--- src/common/t16wm_regs.vh ---
// Purpose: register map, fields and constants of the 16-bit timer block
// Assumes: APB byte addresses, one 32-bit word per register
// Notes: offsets 0x2f and 0x2e are indices; byte address is four times
`ifndef T16WM_REGS_VH
`define T16WM_REGS_VH
// register indices
`define T16WM_IDX_CTRL_A 8'h2f
`define T16WM_IDX_CTRL_B 8'h2e
`define T16WM_IDX_CMP_A 8'h30
`define T16WM_IDX_CMP_B 8'h31
`define T16WM_IDX_CAPT 8'h32
`define T16WM_IDX_COUNT 8'h33
`define T16WM_IDX_STATUS 8'h34
`define T16WM_IDX_DIR 8'h35
// reset values
`define T16WM_CTRL_A_RST 8'h00
`define T16WM_CTRL_B_RST 8'h00
// control a fields
`define T16WM_A_COMA_HI 7
`define T16WM_A_COMA_LO 6
`define T16WM_A_COMB_HI 5
`define T16WM_A_COMB_LO 4
`define T16WM_A_WGM_HI 1
`define T16WM_A_WGM_LO 0
`define T16WM_A_WMASK 8'hf3
// control b fields
`define T16WM_B_NOISE 7
`define T16WM_B_EDGE 6
`define T16WM_B_WGM_HI 4
`define T16WM_B_WGM_LO 3
`define T16WM_B_CS_HI 2
`define T16WM_B_CS_LO 0
`define T16WM_B_WMASK 8'hdf
// status fields
`define T16WM_ST_OVF 0
`define T16WM_ST_UP 1
`define T16WM_ST_CAPT_OFF 2
// tops
`define T16WM_TOP_MAX 16'hffff
`define T16WM_TOP_8 16'h00ff
`define T16WM_TOP_9 16'h01ff
`define T16WM_TOP_10 16'h03ff
`define T16WM_BOTTOM 16'h0000
// output mode codes
`define T16WM_COM_OFF 2'h0
`define T16WM_COM_TGL 2'h1
`define T16WM_COM_CLR 2'h2
`define T16WM_COM_SET 2'h3
// clock select codes
`define T16WM_CS_STOP 3'h0
`define T16WM_CS_DIV1 3'h1
`define T16WM_CS_DIV8 3'h2
`define T16WM_CS_DIV64 3'h3
`define T16WM_CS_DIV256 3'h4
`define T16WM_CS_DIV1024 3'h5
`define T16WM_CS_EXT_FALL 3'h6
`define T16WM_CS_EXT_RISE 3'h7
// prescaler taps
`define T16WM_PS_W 10
`define T16WM_PS_M8 10'h007
`define T16WM_PS_M64 10'h03f
`define T16WM_PS_M256 10'h0ff
`define T16WM_PS_M1024 10'h3ff
`endif

--- src/logic/t16wm_prescale.v ---
// Purpose: count-enable source for the timer
// Assumes: external count pin already synchronised
// Notes: one-cycle enable pulses, no second clock
`timescale 1ns/1ps
`include "t16wm_regs.vh"
module t16wm_prescale (
  // clock and reset
  input wire pclk,
  input wire presetn,
  // control
  input wire [2:0] clock_select,
  input wire ext_sync,
  // enable out
  output reg tick
);
  reg [`T16WM_PS_W-1:0] div_reg;
  reg ext_prev_reg;
  wire fall;
  wire rise;
  assign fall = ext_prev_reg & ~ext_sync;
  assign rise = ~ext_prev_reg & ext_sync;
  always @(posedge pclk or negedge presetn) begin
    if (!presetn) begin
      div_reg <= {`T16WM_PS_W{1'b0}};
      ext_prev_reg <= 1'b0;
      tick <= 1'b0;
    end else begin
      div_reg <= div_reg + 1'b1;
      ext_prev_reg <= ext_sync;
      case (clock_select)
        `T16WM_CS_STOP: tick <= 1'b0;
        `T16WM_CS_DIV1: tick <= 1'b1;
        `T16WM_CS_DIV8: tick <= (div_reg & `T16WM_PS_M8) == `T16WM_PS_M8;
        `T16WM_CS_DIV64: tick <= (div_reg & `T16WM_PS_M64) == `T16WM_PS_M64;
        `T16WM_CS_DIV256: tick <= (div_reg & `T16WM_PS_M256) ==
          `T16WM_PS_M256;
        `T16WM_CS_DIV1024: tick <= div_reg == `T16WM_PS_M1024;
        `T16WM_CS_EXT_FALL: tick <= fall;
        default: tick <= rise;
      endcase
    end
  end
endmodule // t16wm_prescale

--- src/logic/t16wm_outpin.v ---
// Purpose: compare output waveform and pin mux for one channel
// Assumes: match and direction qualifiers arrive on pclk
// Notes: pin value comes straight from flip-flops
`timescale 1ns/1ps
`include "t16wm_regs.vh"
module t16wm_outpin (
  // clock and reset
  input wire pclk,
  input wire presetn,
  // events
  input wire tick,
  input wire match,
  input wire at_bottom,
  input wire counting_up,
  input wire [1:0] mode_class,
  input wire allow_toggle,
  input wire ignore_match,
  // control
  input wire [1:0] output_mode,
  input wire port_dir,
  input wire port_value,
  // pin
  output reg pin_out,
  output reg pin_oe,
  output reg wave
);
  // mode_class: 0 non-pwm, 1 fast pwm, 2 dual slope pwm
  reg wave_next;
  wire connected;
  assign connected = output_mode != `T16WM_COM_OFF;
  always @* begin
    wave_next = wave;
    if (tick) begin
      case (mode_class)
        2'h0: begin
          if (match) begin
            case (output_mode)
              `T16WM_COM_TGL: wave_next = ~wave;
              `T16WM_COM_CLR: wave_next = 1'b0;
              `T16WM_COM_SET: wave_next = 1'b1;
              default: wave_next = wave;
            endcase
          end
        end
        2'h1: begin
          if (output_mode == `T16WM_COM_TGL) begin
            if (match && allow_toggle)
              wave_next = ~wave;
          end else if (output_mode[1]) begin
            if (at_bottom)
              wave_next = ~output_mode[0];
            else if (match && !ignore_match)
              wave_next = output_mode[0];
          end
        end
        default: begin
          if (output_mode == `T16WM_COM_TGL) begin
            if (match && allow_toggle)
              wave_next = ~wave;
          end else if (output_mode[1] && match) begin
            wave_next = counting_up ? output_mode[0] :
              ~output_mode[0];
          end
        end
      endcase
    end
  end
  always @(posedge pclk or negedge presetn) begin
    if (!presetn) begin
      wave <= 1'b0;
      pin_out <= 1'b0;
      pin_oe <= 1'b0;
    end else begin
      wave <= wave_next;
      pin_out <= connected && allow_toggle_or_pwm(output_mode, mode_class,
        allow_toggle) ? wave_next : port_value;
      pin_oe <= port_dir;
    end
  end
  // code 01 in pwm modes keeps the port unless toggling is allowed
  function allow_toggle_or_pwm;
    input [1:0] om;
    input [1:0] mc;
    input at;
    begin
      allow_toggle_or_pwm = !(mc != 2'h0 && om == `T16WM_COM_TGL && !at);
    end
  endfunction
endmodule // t16wm_outpin

--- src/logic/t16wm_timer.v ---
// Purpose: 16-bit timer with waveform modes and two compare outputs
// Assumes: APB slave, 32-bit data, registers at four times their index
// Notes: capture pin and count pin pass two flip-flops first
// Behaviour
// - nonzero output mode routes channel waveform to pin over port value
// - pin driver enabled only when the port direction bit is set
// - non-pwm: 00 off, 01 toggle, 10 clear, 11 set on match
// - fast pwm code 10: clear on match, set at bottom
// - fast pwm code 11: set on match, clear at bottom
// - pwm code 01: off if mode bit 3 zero, else toggle a only
// - fast pwm: match at top ignored when code upper bit set
// - dual slope code 10: clear on up match, set on down match
// - dual slope code 11: set on up match, clear on down match
// - 4-bit waveform mode split over control a and control b
// - mode 0 free runs to 0xffff, immediate load, overflow at max
// - modes 4, 12 clear on match a or capture, overflow at max
// - phase correct modes load at top, overflow at bottom
// - fast pwm modes load at top, overflow at top
// - modes 8, 9 load at bottom and overflow at bottom
// - clock select: stop, divide by 1..1024, or external edges
// - capture used as top disables the capture input
`timescale 1ns/1ps
`include "t16wm_regs.vh"
module t16wm_timer (
  // clock and reset
  input wire pclk,
  input wire presetn,
  // apb
  input wire psel,
  input wire penable,
  input wire pwrite,
  input wire [11:0] paddr,
  input wire [31:0] pwdata,
  output reg [31:0] prdata,
  output reg pready,
  output reg pslverr,
  // pins
  input wire capture_pin,
  input wire external_count_pin,
  input wire [1:0] port_value,
  output reg compare_out_a,
  output reg compare_out_a_oe,
  output reg compare_out_b,
  output reg compare_out_b_oe,
  output reg overflow_flag
);
  reg [7:0] timer_control_a_reg;
  reg [7:0] timer_control_b_reg;
  reg [15:0] cmp_buf_a_reg;
  reg [15:0] cmp_buf_b_reg;
  reg [15:0] compare_value_a_reg;
  reg [15:0] compare_value_b_reg;
  reg [15:0] capture_value_reg;
  reg [15:0] counter_value_reg;
  reg [1:0] port_dir_reg;
  reg up_reg;
  reg ovf_reg;
  reg [1:0] cap_sync_reg;
  reg [1:0] ext_sync_reg;
  reg cap_prev_reg;
  reg [3:0] cap_filt_reg;
  reg cap_clean_reg;
  reg [15:0] counter_next;
  reg up_next;
  reg [15:0] top;
  reg [1:0] mclass;
  reg load_now;
  reg ovf_set;
  wire tick;
  wire [3:0] waveform_mode;
  wire [1:0] channel_a_output_mode;
  wire [1:0] channel_b_output_mode;
  wire [2:0] clock_select;
  wire cap_as_top;
  wire at_top;
  wire at_bottom;
  wire match_a;
  wire match_b;
  wire pin_a;
  wire pin_b;
  wire oe_a;
  wire oe_b;
  wire access;
  wire wr;
  wire [7:0] idx;
  wire addr_ok;
  wire cap_edge;
  wire cap_in;

  assign waveform_mode = {timer_control_b_reg[`T16WM_B_WGM_HI:`T16WM_B_WGM_LO],
    timer_control_a_reg[`T16WM_A_WGM_HI:`T16WM_A_WGM_LO]};
  assign channel_a_output_mode =
    timer_control_a_reg[`T16WM_A_COMA_HI:`T16WM_A_COMA_LO];
  assign channel_b_output_mode =
    timer_control_a_reg[`T16WM_A_COMB_HI:`T16WM_A_COMB_LO];
  assign clock_select = timer_control_b_reg[`T16WM_B_CS_HI:`T16WM_B_CS_LO];
  assign access = psel && penable;
  assign wr = access && pwrite;
  assign idx = paddr[9:2];
  assign addr_ok = paddr[1:0] == 2'h0 && paddr[11:10] == 2'h0 &&
    (idx == `T16WM_IDX_CTRL_A || idx == `T16WM_IDX_CTRL_B ||
    idx == `T16WM_IDX_CMP_A || idx == `T16WM_IDX_CMP_B ||
    idx == `T16WM_IDX_CAPT || idx == `T16WM_IDX_COUNT ||
    idx == `T16WM_IDX_STATUS || idx == `T16WM_IDX_DIR);

  // capture uses the pin only when it is not the top source
  assign cap_as_top = waveform_mode == 4'h8 || waveform_mode == 4'ha ||
    waveform_mode == 4'hc || waveform_mode == 4'he;
  assign cap_in = timer_control_b_reg[`T16WM_B_NOISE] ? cap_clean_reg :
    cap_sync_reg[1];
  assign cap_edge = !cap_as_top && (cap_in != cap_prev_reg) &&
    (cap_in == timer_control_b_reg[`T16WM_B_EDGE]);
  // top source and mode class per waveform mode
  always @* begin
    top = `T16WM_TOP_MAX;
    mclass = 2'h0;
    load_now = 1'b1;
    case (waveform_mode)
      4'h0: top = `T16WM_TOP_MAX;
      4'h1, 4'h2, 4'h3: begin
        top = topfix(waveform_mode[1:0]);
        mclass = 2'h2;
        load_now = 1'b0;
      end
      4'h4: top = compare_value_a_reg;
      4'h5, 4'h6, 4'h7: begin
        top = topfix(waveform_mode[1:0]);
        mclass = 2'h1;
        load_now = 1'b0;
      end
      4'h8, 4'ha: begin
        top = capture_value_reg;
        mclass = 2'h2;
        load_now = 1'b0;
      end
      4'h9, 4'hb: begin
        top = compare_value_a_reg;
        mclass = 2'h2;
        load_now = 1'b0;
      end
      4'hc: top = capture_value_reg;
      4'he: begin
        top = capture_value_reg;
        mclass = 2'h1;
        load_now = 1'b0;
      end
      4'hf: begin
        top = compare_value_a_reg;
        mclass = 2'h1;
        load_now = 1'b0;
      end
      default: top = `T16WM_TOP_MAX; // reserved mode 13 runs as normal
    endcase
  end

  assign at_top = counter_value_reg == top;
  assign at_bottom = counter_value_reg == `T16WM_BOTTOM;
  assign match_a = counter_value_reg == compare_value_a_reg;
  assign match_b = counter_value_reg == compare_value_b_reg;

  // count sequence and overflow event
  always @* begin
    counter_next = counter_value_reg;
    up_next = up_reg;
    ovf_set = 1'b0;
    if (tick) begin
      if (mclass == 2'h2) begin
        if (up_reg && at_top) begin
          up_next = 1'b0;
          counter_next = counter_value_reg - 16'h0001;
        end else if (!up_reg && at_bottom) begin
          up_next = 1'b1;
          counter_next = counter_value_reg + 16'h0001;
          ovf_set = 1'b1;
        end else begin
          counter_next = up_reg ? counter_value_reg + 16'h0001 :
            counter_value_reg - 16'h0001;
        end
      end else begin
        up_next = 1'b1;
        counter_next = at_top ? `T16WM_BOTTOM :
          counter_value_reg + 16'h0001;
        if (mclass == 2'h1)
          ovf_set = at_top;
        else
          ovf_set = counter_value_reg == `T16WM_TOP_MAX;
      end
    end
  end

  always @(posedge pclk or negedge presetn) begin
    if (!presetn) begin
      timer_control_a_reg <= `T16WM_CTRL_A_RST;
      timer_control_b_reg <= `T16WM_CTRL_B_RST;
      cmp_buf_a_reg <= 16'h0000;
      cmp_buf_b_reg <= 16'h0000;
      compare_value_a_reg <= 16'h0000;
      compare_value_b_reg <= 16'h0000;
      capture_value_reg <= 16'h0000;
      counter_value_reg <= 16'h0000;
      port_dir_reg <= 2'h0;
      up_reg <= 1'b1;
      ovf_reg <= 1'b0;
      cap_sync_reg <= 2'h0;
      ext_sync_reg <= 2'h0;
      cap_prev_reg <= 1'b0;
      cap_filt_reg <= 4'h0;
      cap_clean_reg <= 1'b0;
      prdata <= 32'h00000000;
      pready <= 1'b0;
      pslverr <= 1'b0;
      overflow_flag <= 1'b0;
    end else begin
      cap_sync_reg <= {cap_sync_reg[0], capture_pin};
      ext_sync_reg <= {ext_sync_reg[0], external_count_pin};
      cap_filt_reg <= {cap_filt_reg[2:0], cap_sync_reg[1]};
      if (cap_filt_reg == 4'hf)
        cap_clean_reg <= 1'b1;
      else if (cap_filt_reg == 4'h0)
        cap_clean_reg <= 1'b0;
      cap_prev_reg <= cap_in;
      counter_value_reg <= counter_next;
      up_reg <= up_next;
      if (cap_edge)
        capture_value_reg <= counter_value_reg;
      // buffered compare copy at the mode's update point
      if (tick && ((mclass == 2'h2 && waveform_mode[3:1] != 3'h5 &&
          waveform_mode[3] && !up_reg && at_bottom) ||
          (mclass == 2'h1 && at_top) ||
          (mclass == 2'h2 && !(waveform_mode[3] &&
          waveform_mode[3:1] != 3'h5) && up_reg && at_top))) begin
        compare_value_a_reg <= cmp_buf_a_reg;
        compare_value_b_reg <= cmp_buf_b_reg;
      end
      pready <= access && !pready;
      pslverr <= access && !pready && !addr_ok;
      if (access && !pready && !pwrite) begin
        case (idx)
          `T16WM_IDX_CTRL_A: prdata <= {24'h0, timer_control_a_reg};
          `T16WM_IDX_CTRL_B: prdata <= {24'h0, timer_control_b_reg};
          `T16WM_IDX_CMP_A: prdata <= {16'h0, cmp_buf_a_reg};
          `T16WM_IDX_CMP_B: prdata <= {16'h0, cmp_buf_b_reg};
          `T16WM_IDX_CAPT: prdata <= {16'h0, capture_value_reg};
          `T16WM_IDX_COUNT: prdata <= {16'h0, counter_value_reg};
          `T16WM_IDX_STATUS: prdata <= {29'h0, cap_as_top, up_reg, ovf_reg};
          `T16WM_IDX_DIR: prdata <= {30'h0, port_dir_reg};
          default: prdata <= 32'h00000000;
        endcase
      end
      if (wr && pready) begin
        case (idx)
          `T16WM_IDX_CTRL_A:
            timer_control_a_reg <= pwdata[7:0] & `T16WM_A_WMASK;
          `T16WM_IDX_CTRL_B:
            timer_control_b_reg <= pwdata[7:0] & `T16WM_B_WMASK;
          `T16WM_IDX_CMP_A: begin
            cmp_buf_a_reg <= pwdata[15:0];
            if (load_now)
              compare_value_a_reg <= pwdata[15:0];
          end
          `T16WM_IDX_CMP_B: begin
            cmp_buf_b_reg <= pwdata[15:0];
            if (load_now)
              compare_value_b_reg <= pwdata[15:0];
          end
          `T16WM_IDX_CAPT:
            if (cap_as_top)
              capture_value_reg <= pwdata[15:0];
          `T16WM_IDX_COUNT: counter_value_reg <= pwdata[15:0];
          `T16WM_IDX_DIR: port_dir_reg <= pwdata[1:0];
          default: ;
        endcase
      end
      // write one clears, a new event wins
      if (ovf_set)
        ovf_reg <= 1'b1;
      else if (wr && pready && idx == `T16WM_IDX_STATUS &&
          pwdata[`T16WM_ST_OVF])
        ovf_reg <= 1'b0;
      overflow_flag <= ovf_set || ovf_reg;
      compare_out_a <= pin_a;
      compare_out_a_oe <= oe_a;
      compare_out_b <= pin_b;
      compare_out_b_oe <= oe_b;
    end
  end

  function [15:0] topfix;
    input [1:0] sel;
    begin
      case (sel)
        2'h1: topfix = `T16WM_TOP_8;
        2'h2: topfix = `T16WM_TOP_9;
        default: topfix = `T16WM_TOP_10;
      endcase
    end
  endfunction
  t16wm_prescale u_prescale (
    .pclk(pclk),
    .presetn(presetn),
    .clock_select(clock_select),
    .ext_sync(ext_sync_reg[1]),
    .tick(tick)
  );
  t16wm_outpin u_out_a (
    .pclk(pclk),
    .presetn(presetn),
    .tick(tick),
    .match(match_a),
    .at_bottom(at_bottom),
    .counting_up(up_reg),
    .mode_class(mclass),
    .allow_toggle(waveform_mode[3]),
    .ignore_match(match_a && at_top),
    .output_mode(channel_a_output_mode),
    .port_dir(port_dir_reg[0]),
    .port_value(port_value[0]),
    .pin_out(pin_a),
    .pin_oe(oe_a),
    .wave()
  );
  t16wm_outpin u_out_b (
    .pclk(pclk),
    .presetn(presetn),
    .tick(tick),
    .match(match_b),
    .at_bottom(at_bottom),
    .counting_up(up_reg),
    .mode_class(mclass),
    .allow_toggle(1'b0),
    .ignore_match(match_b && at_top),
    .output_mode(channel_b_output_mode),
    .port_dir(port_dir_reg[1]),
    .port_value(port_value[1]),
    .pin_out(pin_b),
    .pin_oe(oe_b),
    .wave()
  );
endmodule // t16wm_timer

--- config.mk ---
export PLATFORM = sky130hd
export DESIGN_NAME = t16wm_timer
export DESIGN_NICKNAME = d
export VERILOG_FILES = /design/src/logic/t16wm_prescale.v /design/src/logic/t16wm_outpin.v /design/src/logic/t16wm_timer.v
export VERILOG_INCLUDE_DIRS = /design/src /design/src/common
export SDC_FILE = /design/constraint.sdc
export NUM_CORES = 1
export LEC_CHECK = 0
export ABC_AREA = 1
export BUFFER_PORTS_ARGS = -buffer_cell sky130_fd_sc_hd__buf_2
export CAP_MARGIN = 20
export CELL_PAD_IN_SITES_DETAIL_PLACEMENT = 2
export CELL_PAD_IN_SITES_GLOBAL_PLACEMENT = 2
export CORE_ASPECT_RATIO = 1.4
export CORE_MARGIN = 1.5
export CORE_UTILIZATION = 35
export CTS_CLUSTER_SIZE = 24
export DETAILED_ROUTE_END_ITERATION = 8
export PLACE_DENSITY = 0.78
export SYNTH_ARGS = -nofsm -noshare
export SYNTH_HDL_FRONTEND = slang
export SYNTH_SLANG_ARGS = --single-unit
--- constraint.sdc ---
create_clock -name pclk -period 3.51 [get_ports pclk]
set_clock_uncertainty 0.2 [all_clocks]
set_input_delay 0.351 -clock pclk [delete_from_list [all_inputs] [get_ports pclk]]
set_output_delay 0.351 -clock pclk [all_outputs]
set_load 0.03 [all_outputs]
==> results.ini <==
[pwr]
power_per_cell_area_nw_per_um2 = 507.0
static-leakage-power_nw = 5.676
p_total_mw = 5.972
peakVddDrop_v = 0.0003976

[final_layout]
layout-drive-gt1-share_pct = 13.61
final_cells = 1837
areaGrowthSynthToFinish_pct = 17.80
utilization_pct = 41.74
number_of_antenna_repair_diodes = 0
nNetsFinal = 1510

[die]
floorplan.initialDensity_pct = 35.43
die_height_um = 203.0
fp-row-count = 73
io-pin-count = 92
core-area_um2 = 28220
die_area_um2 = 29610
die_width_um = 145.9

[worst_setup_path]
setup_crit_end_kind = flip-flop
rrSetupSlack_ns = 0.15
cp_data_arrival_time_ns = 3.50
critical_path_source_type = flip-flop
worst-r2r-cell-count = 20
critPathKind = reg2reg
crit_fanout = 21
worst-endpoint-required_ns = 3.65

[sta]
report.final.slew_viol_count = 0
timing_worst_slew_pin_value_ns = 0.9194
hold_ws_ns = 0.0008457
setup_slack_ns = 0.1508
hold_violations = 0
report.final.setup_viol = 0
fin_crit_ns = 3.359
rsz0062_at_grt = yes
relSlewSlack_pct = 37.12
period_share_pct = 95.70
achievable_freq_mhz = 297.7

[place]
dp_cells = 1789
gp_congestion = 0.8728
placement.io_buffers = 59
dp_slack_ns = 0.005222
place.detailed.hpwl_mm = 30.53

[synth]
yosysSeqAreaShare_pct = 41.25
most_repeated_cell_in_the_gate_level_netlist_after_synthesis = nand2_1
post_synth_num_cell_types = 52
yosys-top-cells-count = nand2_1, nor2_1, dfrtp_1
synth-async-reset-ratio_pct = 97.56
netlist_instances = 1359
post-synth-top-area-fraction_pct = 39.79
synth_enable_flop_cells = 4
postSynthRegisterBits = 164
synth_top_flop_cell = dfrtp_1
yosysWarnings = 0
mappedNetlistArea_um2 = 10000
average_cell_area_after_synthesis_um2 = 7.358
post_synth_main_area_contributors = dfrtp_1, nand2_1, nor2_1
post-synth-top-area-cell = dfrtp_1

[route]
route.final.wire_length_mm = 41.86
drc = 0
count_of_tritonroute_iterations_in_the_first_routing_pass = 5
drt_iter0_drc = 483
vias = 10090
detail_route.wl_per_cell_um = 22.79
post_dr_vias_cell = 5.493
antenna_left = 0

[clock_network]
tritoncts.num_buffers = 17
cts.sinks = 164
maximum_clock_insertion_buffer_count = 2
cts.root.buffer_cell = clkbuf_16
clkLatencyLatePin_ns = 0.46
clk_pin_slew_ns = 0.07
tritoncts_clock_tree = yes
cts_htree_levels = 4

[global_routing]
grt_antenna_before_repair = 0
grt_overflow_total = 0
grt_use_met3_pct = 4.607
grt_pass1_vias = 11150
global_route.usage.total_pct = 28.96
grt.busiest_layer = met2
largest_net_degree_at_the_start_of_global_routing = 80
grt.met2_usage_pct = 51.48
grt_pass1_wl_mm = 64.65
groute.layer.met1.usage_pct = 34.02

[flow_run]
drv.max_cap_violation_count = 0

[min_path]
hold_path_class = in2reg
hold-path-cell-count = 3

[run_status]
status = finished, final reports clean

==> layer usage <==
metal | wire (um) | vias up | part of all wire (%)
met5 | 0 | - | 0
met4 | 1930 | 0 | 4.6
met3 | 1735 | 81 | 4.1
met2 | 21280 | 249 | 51
met1 | 16910 | 5157 | 40
li1 | - | 4603 | -
==> placed cells by master (no fill, tap or decap), types with 19 or more instances in the layout <==
cell type  instances
xor2_1            30
buf_4             60
o21ai_0          119
nor3_1            19
dfrtp_1          156
buf_2             58
a21oi_1           49
inv_1            128
nand3_1          106
nand2_1          289
nand4_1           31
xnor2_1           25
nor2_1           165
==> cell families after synthesis <==
logic type,count (synthesis),synth area share (%)
xor+xnor,55,4.817
mux,1,0.1126
fa+ha+maj,8,1.001
compound gates,259,14.76
other cells,1,0.03750
flops,164,41.25
buf+inv,225,10.05
simple gates,646,27.97
==> critical path, cell delays in order (launching register included) <==
cell and delay [ns]:
dfrtp_1 0.39, inv_2 0.08, ha_2 0.22, nor2_2 0.17
nand2_2 0.14, a21oi_4 0.23, nand2_4 0.16, buf_4 0.18
nand4_1 0.06, nand2_1 0.10, nor2_1 0.13, nand2_1 0.07
nor2_2 0.16, nand2_2 0.11, inv_2 0.08, nand2_1 0.08
nand3_4 0.19, buf_12 0.19, a21boi_1 0.09, nor2_1 0.16
nor2_1 0.05
==> cell type report <==
type                       count  area [um2]
tap                          375       469.2
sequential                   164        4129
fill                        3276       16440
timing repair buffer         140        1052
clock buffer                  20       456.7
clock inverter                12       153.9
inverter                     140       534.3
multi-input combinational    986        4985
==> final timing paths <==
kind,end,startpoint
worst min register to register,ext_sync_reg[1],ext_sync_reg[0]
max in group asynchronous,counter_value_reg[3],presetn
worst min-delay path,cmp_buf_b_reg[9],pwdata[9]
worst max register to register,compare_value_b_reg[14],timer_control_a_reg[0]
min in group asynchronous,counter_value_reg[13],presetn
worst max-delay path,compare_value_b_reg[14],timer_control_a_reg[0]
==> power breakdown <==
| part | switching [mW] | total, mW | internal, mW | leakage, nW |
|---|---|---|---|---|
| combinational | 1.10 | 1.66 | 0.560 | 3.45 |
| clock | 0.862 | 2.02 | 1.16 | 0.292 |
| sequential | 0.190 | 2.29 | 2.10 | 1.94 |
| total | 2.15 | 5.97 | 3.82 | 5.68 |
==> what timing repair did <==
| action | in CTS | in global routing |
|---|---|---|
| pin swaps | 0 | 4 |
| hold buffers | 12 | 0 |
| buffers inserted | 0 | 3 |
| hold endpoints to repair | 52 | 0 |
| cloned | 0 | 1 |
| resized for setup | 2 | 18 |
| setup endpoints to repair | 24 | 53 |
==> metrics by stage <==
stage	instance area (um2)	TNS [ns]
after floorplan	10060	0
after global placement	10960	0
after detailed placement	10960	0
after CTS	11700	0
after global routing	11780	-0.9213
final	11780	0
No activity file was read; power rests on OpenSTA's default activity.
